===== src/hdl/emc_pkg.sv =====
/*
 * Constants, register map and carrier types for the external memory
 * address and chip select block.
 * Assumes a 100 MHz core clock and an 8-bit special register bus.
 */
package emc_pkg;

	// Clock
	localparam int CLK_PERIOD_NS = 10;

	// Access phase times and their cycle counts, least times rounded up
	localparam int ADDR_TIME_NS = 20;
	localparam int STROBE_TIME_NS = 40;
	localparam int ADDR_CYCLES = (ADDR_TIME_NS + CLK_PERIOD_NS - 1) / CLK_PERIOD_NS;
	localparam int STROBE_CYCLES = (STROBE_TIME_NS + CLK_PERIOD_NS - 1) / CLK_PERIOD_NS;
	localparam int CNT_W = 4;
	localparam logic [CNT_W-1:0] ADDR_CNT = CNT_W'(ADDR_CYCLES - 1);
	localparam logic [CNT_W-1:0] STROBE_CNT = CNT_W'(STROBE_CYCLES - 1);
	localparam logic [CNT_W-1:0] CNT_ZERO = 4'h0;

	// Special register addresses
	localparam logic [7:0] SFR_PAGE_ADDR = 8'ha1;
	localparam logic [7:0] SFR_EXT_ADDR = 8'ha2;

	// Reset values
	localparam logic [7:0] PAGE_RESET = 8'h00;
	localparam logic [7:0] EXT_RESET = 8'h70;
	localparam logic [7:0] BYTE_ZERO = 8'h00;

	// Extended address register fields
	localparam int EXT_MODE_BIT = 7;
	localparam logic [7:0] EXT_RSVD_ONES = 8'h70;
	localparam logic [7:0] EXT_STORE_MASK = 8'h8f;
	localparam logic [3:0] EXT_ZERO = 4'h0;
	localparam logic [3:0] CS_NONE = 4'hf;
	localparam logic [3:0] CS_ONE = 4'h1;

	// Kinds of external access requested by the core
	typedef enum logic [1:0] {
		EMC_FETCH,
		EMC_CODE_TABLE,
		EMC_EXTERNAL_DATA_MOVE_INSTR_DPTR,
		EMC_EXTERNAL_DATA_MOVE_INSTR_RI
	} emc_kind_type;

	// Access request from the core
	typedef struct packed {
		logic valid;
		emc_kind_type kind;
		logic write;
		logic [15:0] addr;
		logic [7:0] wdata;
	} emc_req_type;

	// Special register bus from the core
	typedef struct packed {
		logic wr;
		logic rd;
		logic [7:0] addr;
		logic [7:0] wdata;
	} emc_sfr_type;

	// External bus pins driven by the block
	typedef struct packed {
		logic [7:0] data_out;
		logic data_oe;
		logic [7:0] low_addr;
		logic [7:0] high_addr;
		logic [3:0] ext_addr;
		logic program_store_enable_n;
		logic rd_n;
		logic wr_n;
	} emc_pins_type;

endpackage : emc_pkg


===== src/hdl/emc_bus.sv =====
/*
 * External memory bus interface: data port carrying the low byte in the address phase, low, high and
 * extended address ports, page and extended address registers.
 * Assumes the core issues one access at a time and waits for done,
 * and that the external device holds read data for the whole strobe.
 * Register bus writes land on the next edge; a mode change made
 * during an access shows at the next idle cycle or take.
 * The legacy ports are never driven here, so their owner may use them.
 */
`timescale 1ns/100ps

module emc_bus (
	// Clock and reset
	input wire logic i_clk,
	input wire logic i_sys_rst,
	// Core access request and answer
	input emc_pkg::emc_req_type i_req,
	output logic o_busy,
	output logic o_done,
	output logic [7:0] o_rdata,
	// Special register bus
	input emc_pkg::emc_sfr_type i_sfr,
	output logic [7:0] o_sfr_rdata,
	output logic o_sfr_hit,
	// External data port input
	input wire logic [7:0] i_data_in,
	// External bus pins
	output emc_pkg::emc_pins_type o_pins,
	// Legacy ports 0 and 2 released for general use
	output logic o_legacy_ports_free
);
	import emc_pkg::*;

	typedef enum logic [1:0] {
		ST_IDLE,
		ST_ADDR,
		ST_STROBE,
		ST_DONE
	} emc_state_type;

	typedef struct packed {
		// Sequencer
		emc_state_type st;
		logic [CNT_W-1:0] cnt;
		// Captured request
		emc_kind_type kind;
		logic write;
		logic [7:0] wdata;
		// Registered pin image
		emc_pins_type pins;
		// Register file
		logic [7:0] page;
		logic [7:0] ext_reg;
		// Answers to the core
		logic [7:0] sfr_rdata;
		logic sfr_hit;
		logic busy;
		logic done;
		logic [7:0] rdata;
		// Data port synchroniser
		logic [7:0] sync1;
		logic [7:0] sync2;
		// Legacy port flag
		logic legacy_free;
	} emc_regs_type;

	emc_regs_type cur_ff;
	emc_regs_type nxt_ff;

	// Data moves are the only kinds that use the RAM strobes
	function automatic logic external_data_move_instr_kind(input emc_kind_type kind);
		external_data_move_instr_kind = (kind == EMC_EXTERNAL_DATA_MOVE_INSTR_DPTR || kind == EMC_EXTERNAL_DATA_MOVE_INSTR_RI);
	endfunction : external_data_move_instr_kind

	// Register-indirect moves take the page byte, all else the core's
	function automatic logic [7:0] high_byte(input emc_kind_type kind,
		input logic [15:0] addr, input logic [7:0] page);
		if (kind == EMC_EXTERNAL_DATA_MOVE_INSTR_RI) begin
			high_byte = page;
		end else begin
			high_byte = addr[15:8];
		end
	endfunction : high_byte

	// Bank bits appear only for table reads and data moves, never fetches
	function automatic logic bank_kind(input emc_kind_type kind);
		bank_kind = (kind != EMC_FETCH);
	endfunction : bank_kind

	// True when the register bus hits one of this block's addresses
	function automatic logic sfr_mapped(input logic [7:0] addr);
		sfr_mapped = (addr == SFR_PAGE_ADDR || addr == SFR_EXT_ADDR);
	endfunction : sfr_mapped

	// Reserved bits are stored as ones on every write and forced again on every read
	function automatic logic [7:0] ext_store(input logic [7:0] wdata);
		ext_store = (wdata & EXT_STORE_MASK) | EXT_RSVD_ONES;
	endfunction : ext_store

	// Read value for a register bus read; unmapped addresses read zero
	function automatic logic [7:0] sfr_read(input logic [7:0] addr,
		input logic [7:0] page, input logic [7:0] ext_reg);
		if (addr == SFR_PAGE_ADDR) begin
			sfr_read = page;
		end else if (addr == SFR_EXT_ADDR) begin
			sfr_read = ext_reg | EXT_RSVD_ONES;
		end else begin
			sfr_read = BYTE_ZERO;
		end
	endfunction : sfr_read

	// Phase counters load length minus one and end at zero
	function automatic logic phase_end(input logic [CNT_W-1:0] cnt);
		phase_end = (cnt == CNT_ZERO);
	endfunction : phase_end

	// Counters only step down inside a phase, so no wrap can occur
	function automatic logic [CNT_W-1:0] count_down(input logic [CNT_W-1:0] cnt);
		count_down = cnt - CNT_W'(1);
	endfunction : count_down

	// Chip select pattern: the select matching high bits 7:6 is low
	function automatic logic [3:0] cs_decode(input logic [7:0] high);
		cs_decode = ~(CS_ONE << high[7:6]);
	endfunction : cs_decode

	// Extended port value for the given high address and bank phase
	function automatic logic [3:0] ext_drive(input logic [7:0] ext_reg,
		input logic [7:0] high, input logic bank_phase);
		if (ext_reg[EXT_MODE_BIT]) begin
			ext_drive = cs_decode(high);
		end else if (bank_phase) begin
			ext_drive = ext_reg[3:0];
		end else begin
			ext_drive = EXT_ZERO;
		end
	endfunction : ext_drive

	// Access walk: take, two address cycles with the low byte on the
	// data port, four strobe cycles, strobes rise, then one hold cycle
	// with data still driven before done pulses and the port is released.
	// Read data is taken late by the synchroniser depth, so the strobe
	// must outlast it.
	always_comb begin
		logic [7:0] high;
		logic bank;
		logic is_external_data_move_instr;
		high = BYTE_ZERO;
		bank = 1'b0;
		is_external_data_move_instr = 1'b0;
		// Per-cycle defaults: pulses drop unless a state raises them
		nxt_ff = cur_ff;
		nxt_ff.done = 1'b0;
		nxt_ff.legacy_free = 1'b1;
		// Pin data crosses two flops before anything reads it
		nxt_ff.sync1 = i_data_in;
		nxt_ff.sync2 = cur_ff.sync1;

		// Special register writes; bus writes are rare next to accesses
		if (i_sfr.wr && i_sfr.addr == SFR_PAGE_ADDR) begin
			nxt_ff.page = i_sfr.wdata;
		end
		if (i_sfr.wr && i_sfr.addr == SFR_EXT_ADDR) begin
			nxt_ff.ext_reg = ext_store(i_sfr.wdata);
		end
		// Answer is registered one cycle after the read strobe
		nxt_ff.sfr_hit = i_sfr.rd && sfr_mapped(i_sfr.addr);
		if (i_sfr.rd) begin
			nxt_ff.sfr_rdata = sfr_read(i_sfr.addr, cur_ff.page, cur_ff.ext_reg);
		end else begin
			nxt_ff.sfr_rdata = BYTE_ZERO;
		end

		// Access sequencer
		unique case (cur_ff.st)
			ST_IDLE: begin
				nxt_ff.busy = 1'b0;
				// Idle: addresses stay, bank output returns to zero
				nxt_ff.pins.ext_addr = ext_drive(cur_ff.ext_reg,
					cur_ff.pins.high_addr, 1'b0);
				if (i_req.valid) begin
					// Take: every address pin is set in one edge and then held
					high = high_byte(i_req.kind, i_req.addr, cur_ff.page);
					bank = bank_kind(i_req.kind);
					nxt_ff.st = ST_ADDR;
					nxt_ff.cnt = ADDR_CNT;
					nxt_ff.busy = 1'b1;
					nxt_ff.kind = i_req.kind;
					nxt_ff.write = i_req.write && external_data_move_instr_kind(i_req.kind);
					nxt_ff.wdata = i_req.wdata;
					nxt_ff.pins.low_addr = i_req.addr[7:0];
					nxt_ff.pins.high_addr = high;
					nxt_ff.pins.ext_addr = ext_drive(cur_ff.ext_reg, high, bank);
					nxt_ff.pins.data_out = i_req.addr[7:0];
					nxt_ff.pins.data_oe = 1'b1;
				end
			end

			ST_ADDR: begin
				if (phase_end(cur_ff.cnt)) begin
					// Strobes fall only after the address has settled
					is_external_data_move_instr = external_data_move_instr_kind(cur_ff.kind);
					nxt_ff.st = ST_STROBE;
					nxt_ff.cnt = STROBE_CNT;
					nxt_ff.pins.program_store_enable_n = is_external_data_move_instr;
					nxt_ff.pins.rd_n = !(is_external_data_move_instr && !cur_ff.write);
					nxt_ff.pins.wr_n = !(is_external_data_move_instr && cur_ff.write);
					nxt_ff.pins.data_out = cur_ff.wdata;
					nxt_ff.pins.data_oe = cur_ff.write;
				end else begin
					nxt_ff.cnt = count_down(cur_ff.cnt);
				end
			end

			ST_STROBE: begin
				if (phase_end(cur_ff.cnt)) begin
					// Synchronised data lags the pin by two cycles
					nxt_ff.rdata = cur_ff.sync2;
					nxt_ff.st = ST_DONE;
					// Strobes rise together; data stays driven one more cycle
					nxt_ff.pins.program_store_enable_n = 1'b1;
					nxt_ff.pins.rd_n = 1'b1;
					nxt_ff.pins.wr_n = 1'b1;
				end else begin
					nxt_ff.cnt = count_down(cur_ff.cnt);
				end
			end

			ST_DONE: begin
				// Data released one cycle after strobes rise: hold time
				nxt_ff.pins.data_oe = 1'b0;
				nxt_ff.done = 1'b1;
				nxt_ff.busy = 1'b0;
				nxt_ff.st = ST_IDLE;
			end
		endcase
	end

	always_ff @(posedge i_clk) begin
		if (i_sys_rst) begin
			// Sequencer and captured request
			cur_ff.st <= ST_IDLE;
			cur_ff.cnt <= CNT_ZERO;
			cur_ff.kind <= EMC_FETCH;
			cur_ff.write <= 1'b0;
			cur_ff.wdata <= BYTE_ZERO;

			// Pins idle: strobes high, data port released
			cur_ff.pins.data_out <= BYTE_ZERO;
			cur_ff.pins.data_oe <= 1'b0;
			cur_ff.pins.low_addr <= BYTE_ZERO;
			cur_ff.pins.high_addr <= BYTE_ZERO;
			cur_ff.pins.ext_addr <= EXT_ZERO;
			cur_ff.pins.program_store_enable_n <= 1'b1;
			cur_ff.pins.rd_n <= 1'b1;
			cur_ff.pins.wr_n <= 1'b1;

			// Register file
			cur_ff.page <= PAGE_RESET;
			cur_ff.ext_reg <= EXT_RESET;

			// Answers to the core
			cur_ff.sfr_rdata <= BYTE_ZERO;
			cur_ff.sfr_hit <= 1'b0;
			cur_ff.busy <= 1'b0;
			cur_ff.done <= 1'b0;
			cur_ff.rdata <= BYTE_ZERO;

			// Synchroniser and legacy flag
			cur_ff.sync1 <= BYTE_ZERO;
			cur_ff.sync2 <= BYTE_ZERO;
			cur_ff.legacy_free <= 1'b0;
		end else begin
			cur_ff <= nxt_ff;
		end
	end

	// Every output is a flop of the state image
	assign o_busy = cur_ff.busy;
	assign o_done = cur_ff.done;
	assign o_rdata = cur_ff.rdata;
	assign o_sfr_rdata = cur_ff.sfr_rdata;
	assign o_sfr_hit = cur_ff.sfr_hit;
	assign o_pins = cur_ff.pins;
	assign o_legacy_ports_free = cur_ff.legacy_free;

endmodule : emc_bus


===== config.mk =====
export PLATFORM = sky130hd
export DESIGN_NAME = emc_bus
export DESIGN_NICKNAME = d
export VERILOG_FILES = /design/src/hdl/emc_pkg.sv /design/src/hdl/emc_bus.sv
export SDC_FILE = /design/constraint.sdc
export NUM_CORES = 1
export LEC_CHECK = 0
export BUFFER_PORTS_ARGS = -buffer_cell sky130_fd_sc_hd__buf_2
export CAP_MARGIN = 20
export CORE_ASPECT_RATIO = 1.4
export CORE_MARGIN = 3
export CORE_UTILIZATION = 50
export DETAILED_ROUTE_END_ITERATION = 10
export PLACE_DENSITY = 0.73
export SLEW_MARGIN = 20
export SYNTH_ARGS = -nofsm -noshare
export SYNTH_HDL_FRONTEND = slang
export SYNTH_SLANG_ARGS = --single-unit

===== constraint.sdc =====
create_clock -name i_clk -period 2.5 [get_ports i_clk]
set_input_delay 0.5 -clock i_clk [delete_from_list [all_inputs] [get_ports i_clk]]
set_output_delay 0.5 -clock i_clk [all_outputs]
set_load 0.03 [all_outputs]

After elaboration in Yosys (flattened, before gate mapping)
Cells that the tools add are included.

Bits in registers: 98. Latch bits: 0. Bits in writable memories: 0. ROM bits: 0. Input bits: 56. Output and inout port bits: 52. Word-level logic and storage cells: 95. Memories: 0.

$add $sub $neg: 1. Multiply operators: 0. Divide/modulo/power cells: 0. Order comparisons: 0. Eq/ne operators: 13. Shift-type cells: 2. Mux-type cells: 25. Bitwise logic cells: 3. Reduce and logical (&&, ||, !) cells: 28.

Operators by type and width (number): $mux 46 (1); $mux 8 (5); $mux 4 (5); $eq 8x8->1 const B (2); $pmux 8 s2 (1); $reduce_and 3->1 (5); $eq 2x2->1 const B (6); $pmux 4 s3 (1); $mux 9 (1); $ne 2x2->1 const B (4); $not 4->4 (2); $pmux 2 s4 (1); $reduce_bool 2->1 (4); $shl 1x2->4 const A (2); $logic_and 1x1->1 (6); $mux 3 (2); $pmux 3 s2 (1); $reduce_bool 3->1 (2); $logic_not 4->1 (1); $mux 2 (2); $reduce_and 2->1 (2); $sub 4x1->4 const B (1); $logic_not 1->1 (3); $logic_or 1x1->1 (3); other kinds (7) (9).

Longest topological paths before layout
Depth in word-level cells: 9. Gate-level depth with buffers: 7. Gate-level depth less buffers: 5.

Worst setup path before layout
No wires, ideal clock.

Path kind: reg-to-reg. Start: register cur_ff[99] (netlist bit). End: register cur_ff[95] (netlist bit). Library setup time: 0.092 ns. Data arrival time: 1.714 ns. Data required time: 2.408 ns. Slack: 0.694 ns. Stages on the path, launching flop included: 8. Path buffers: 2. Period minus slack after synthesis: 1.806 ns. Cells stage by stage: dfxtp_1 -> inv_1 -> ha_1 -> buf_2 -> and4bb_2 -> buf_4 -> or3_1 -> o32ai_1.

Longest elaborated chain between the ends: 3. Elaborated cells between the ends (all ways): 8. Classes of those cells: 4 x eq/ne; 1 x mux; 3 x reduce/logical.

RTL lines: start: declaration (RTL line emc_bus.sv:67) `emc_regs_type cur_ff;`; start signal: assignment (RTL line emc_bus.sv:274) `cur_ff <= nxt_ff;`; $eq 2x2->1, or another cell as far along (RTL line emc_bus.sv:175) `unique case (cur_ff.st)`; $ne 2x2->1 (no line) / $reduce_bool 3->1 (equally long branches); $reduce_and 3->1 (no line).

Parallel ways exist; a longest one is shown, timed or not. A chain may end at the register's enable or synchronous reset.

Worst setup path after layout
Start: register cur_ff[99] (netlist bit). End: register cur_ff, in the netlist o_pins[25].

Longest elaborated chain between the ends: 3. Elaborated cells between the ends (all ways): 7. Classes of those cells: 3 x eq/ne; 1 x mux; 3 x reduce/logical.

RTL lines: $eq 2x1->1 / $logic_not 2->1 (equally long branches); $ne 2x2->1 (no line) / $reduce_bool 2->1 (equally long branches); $reduce_and 3->1 (no line).

Parallel ways exist; a longest one is shown, timed or not.

==> metrics.txt <==
DIE HEIGHT=118 um; Worst EP arrival=2.25 ns; Synth area leader=dfxtp_1; adder-cell share of the synthesized area=0.0224; Final ANT Viol Nets=0; number of distinct library cells after synthesis=44; clk buf depth=2; Clk Latency, worst-skew pair=0.34 ns; element type at the critical path start=register; DRT Wirelength=9.27 mm; count leader, synth=dfxtp_1; Worst-path clk slew=0.06 ns; Sw Share=0.300; Via density=5.20; initial antenna violation count=0; P&R area growth vs syn=12.0%; DRC Markers=0; Post-synth EDFFs=0; CTS tree=done; ant diodes=0; Net Sw Power=1.21 mW; Worst-Margin Slew=0.635 ns; num rows=40; # IOs=108; kind of critical path=reg2reg; Initial Utilization=0.516; total negative slack=0 ns; Leakage=2.15 nW; Post-CTS Setup Bufs=0; Tcrit/Tclk final=0.811; max-cap violations=0; Post-layout nets=614; Final HPWL DP=6.76 mm; Worst slew margin=0.576; clock skew=0.00627 ns; RSZ-0062 raised after global routing=false; Die ar.=10,100 um^2; DR iter-0 viols=159; FF+latch count, synth=97; maximum VDD drop=0.000561 V; H-tree Lvls=3; IO Port Bufs=107; share of post-route cells with drive strength above 1=0.269; synth warn=0; largest cells by area after synthesis=dfxtp_1 43%, buf_4 8.2%, nand2_1 7.4%; die width=85.9 um; worst min path class=in2reg; multi-input logic area=1980 um^2; Fillers=806; crit-path max FO=8; CTS root buffer=clkbuf_16; Mapped Cells=505; Overflow after GRT=0; Critical Path RT=2.72 ns; Tmin final=2.03 ns; CTS sink count=97; Int Pwr=2.84 mW; Syn Nets=569; Synth Area in Simple Gates=0.224; first-pass GRT wire length=14.9 mm; P per Cell Area=810 nW/um^2; Async SR Flop Fraction=0; GP Congestion=0.867; drt first pass iters=4; part of the power in combinational logic=0.237; xor and xnor area share after synthesis=0; outcome=finished, final reports clean; top-area cell type share of the netlist area=0.435; final setup violation count=0; main combinational cell family by area after synthesis=simple AND/OR/NAND/NOR gates; sequential power share=0.427; hold_buf cts=0; all-layer global routing usage=0.184; post_cts resized=0; mux contribution to synthesized area=0.0857; max-slew violations=0; total CTS buffers=9; crit path capture type=register; Netlist Area Pre-Place=4470 um^2; syn avg cell area=8.84 um^2; FF/Latch Area=1940 um^2; commonest cells in the netlist=97 x dfxtp_1, 88 x nand2_1, 49 x buf_4; largest net degree at the start of global routing=61; Seq/Total Area, Yosys=0.435; drt wl/cell=14.1 um; Clock power frac=0.336; Synth Area in Compound Gates=0.112; final hold vios=0; Main synth FF type=dfxtp_1; core area=8660 um^2; via count=3,424; fmax=494 MHz; vias in the first global route=3,272; post-route total power=4.05 mW
-- per-layer routing --
metal / vias to the layer above / GRT usage / routed length, um
met5: - / 0 / 0
met4: 0 / 0.0772 / 166
met3: 10 / 0.0392 / 525
met2: 103 / 0.332 / 4750
met1: 1564 / 0.204 / 3830
li1: 1747 / - / -
-- worst max-delay path, cell delays in order (launching register included) --
cell and delay (ns):
dfxtp_1 0.33, inv_1 0.15, ha_1 0.20, nor2b_1 0.42
a211o_1 0.48, mux2_4 0.34
-- final timing paths --
kind,cells after the start,slack (ns),to,from
max,5,0.47,o_pins[25]$_SDFFE_PP0P_,cur_ff[99]$_SDFFE_PP0P_
min,2,0.36,cur_ff[13]$_SDFF_PP0_,i_data_in[4]
max reg2reg,5,0.47,o_pins[25]$_SDFFE_PP0P_,cur_ff[99]$_SDFFE_PP0P_
min reg2reg,1,0.44,cur_ff[7]$_SDFF_PP0_,cur_ff[15]$_SDFF_PP0_
-- cell families after synthesis --
family          Yosys count
mux                      34
flops                    97
compound gates           77
buf+inv                  92
fa+ha+maj                 8
simple gates            197
-- placed cells by master, fill, tap and decap left out, types with 2 or more instances in the layout --
master and count:
buf_2 107, mux2_4 8, or2_2 3, a31oi_1 4
nand3_1 6, nand4b_1 3, ha_1 8, nor2_1 29
or3_1 2, and4b_1 2, mux2_2 2, nand3b_1 8
clkbuf_16 9, nand4_1 3, a22oi_1 5, o21ai_0 3
and4bb_2 3, clkinvlp_4 2, o311ai_0 4, and4_1 2
nand2b_1 2, buf_4 7, nor4bb_1 2, o211ai_1 5
nand2_1 88, a21oi_1 36, a211o_1 2, dfxtp_1 97
nor2b_1 35, o32ai_1 3, and2_1 2, a311oi_1 8
nor3b_1 3, a211oi_1 4, inv_1 11, mux2i_1 24
-- sequential cells by signal, indices dropped and copies added (netlist names) --
signal and flops:
o_rdata 8, o_done 1, o_pins 32, o_busy 1, o_sfr_rdata 8, o_sfr_hit 1
cur_ff 45, o_legacy_ports_free 1
-- layout make-up --
| cell class | count | area share |
|---|---|---|
| well taps | 105 | 0.0263 |
| repair buffers | 115 | 0.122 |
| clock inverters | 4 | 0.0108 |
| multi-input cells | 316 | 0.396 |
| flip-flops and latches | 97 | 0.388 |
| inverters | 11 | 0.00826 |
| clock buffers | 11 | 0.0485 |
-- power by group through the flow --
stage          clock network, mW  registers (mW)  logic (mW)
5_1_grt                     1.44            1.74        1.06
3_5_place_dp                   0            1.76       0.966
3_3_place_gp                   0            1.76       0.939
6_report                    1.36            1.73       0.962
4_1_cts                     1.39            1.73       0.969
2_1_floorplan                  0            1.75       0.828
-- through the flow --
step | setup WS, ns | instance area, um^2 | cells | util | hold slack (ns)
after floorplan | 0.694 | 4470 | 505 | - | 0.414
after global placement | 0.458 | 4700 | 644 | 0.543 | 0.417
after detailed placement | 0.415 | 4700 | 644 | 0.543 | 0.422
after CTS | 0.474 | 5000 | 659 | 0.578 | 0.355
after global routing | 0.326 | 5000 | 659 | 0.578 | 0.369
final | 0.474 | 5000 | 659 | 0.578 | 0.362
Note: power is estimated with default switching activity, not from simulation.
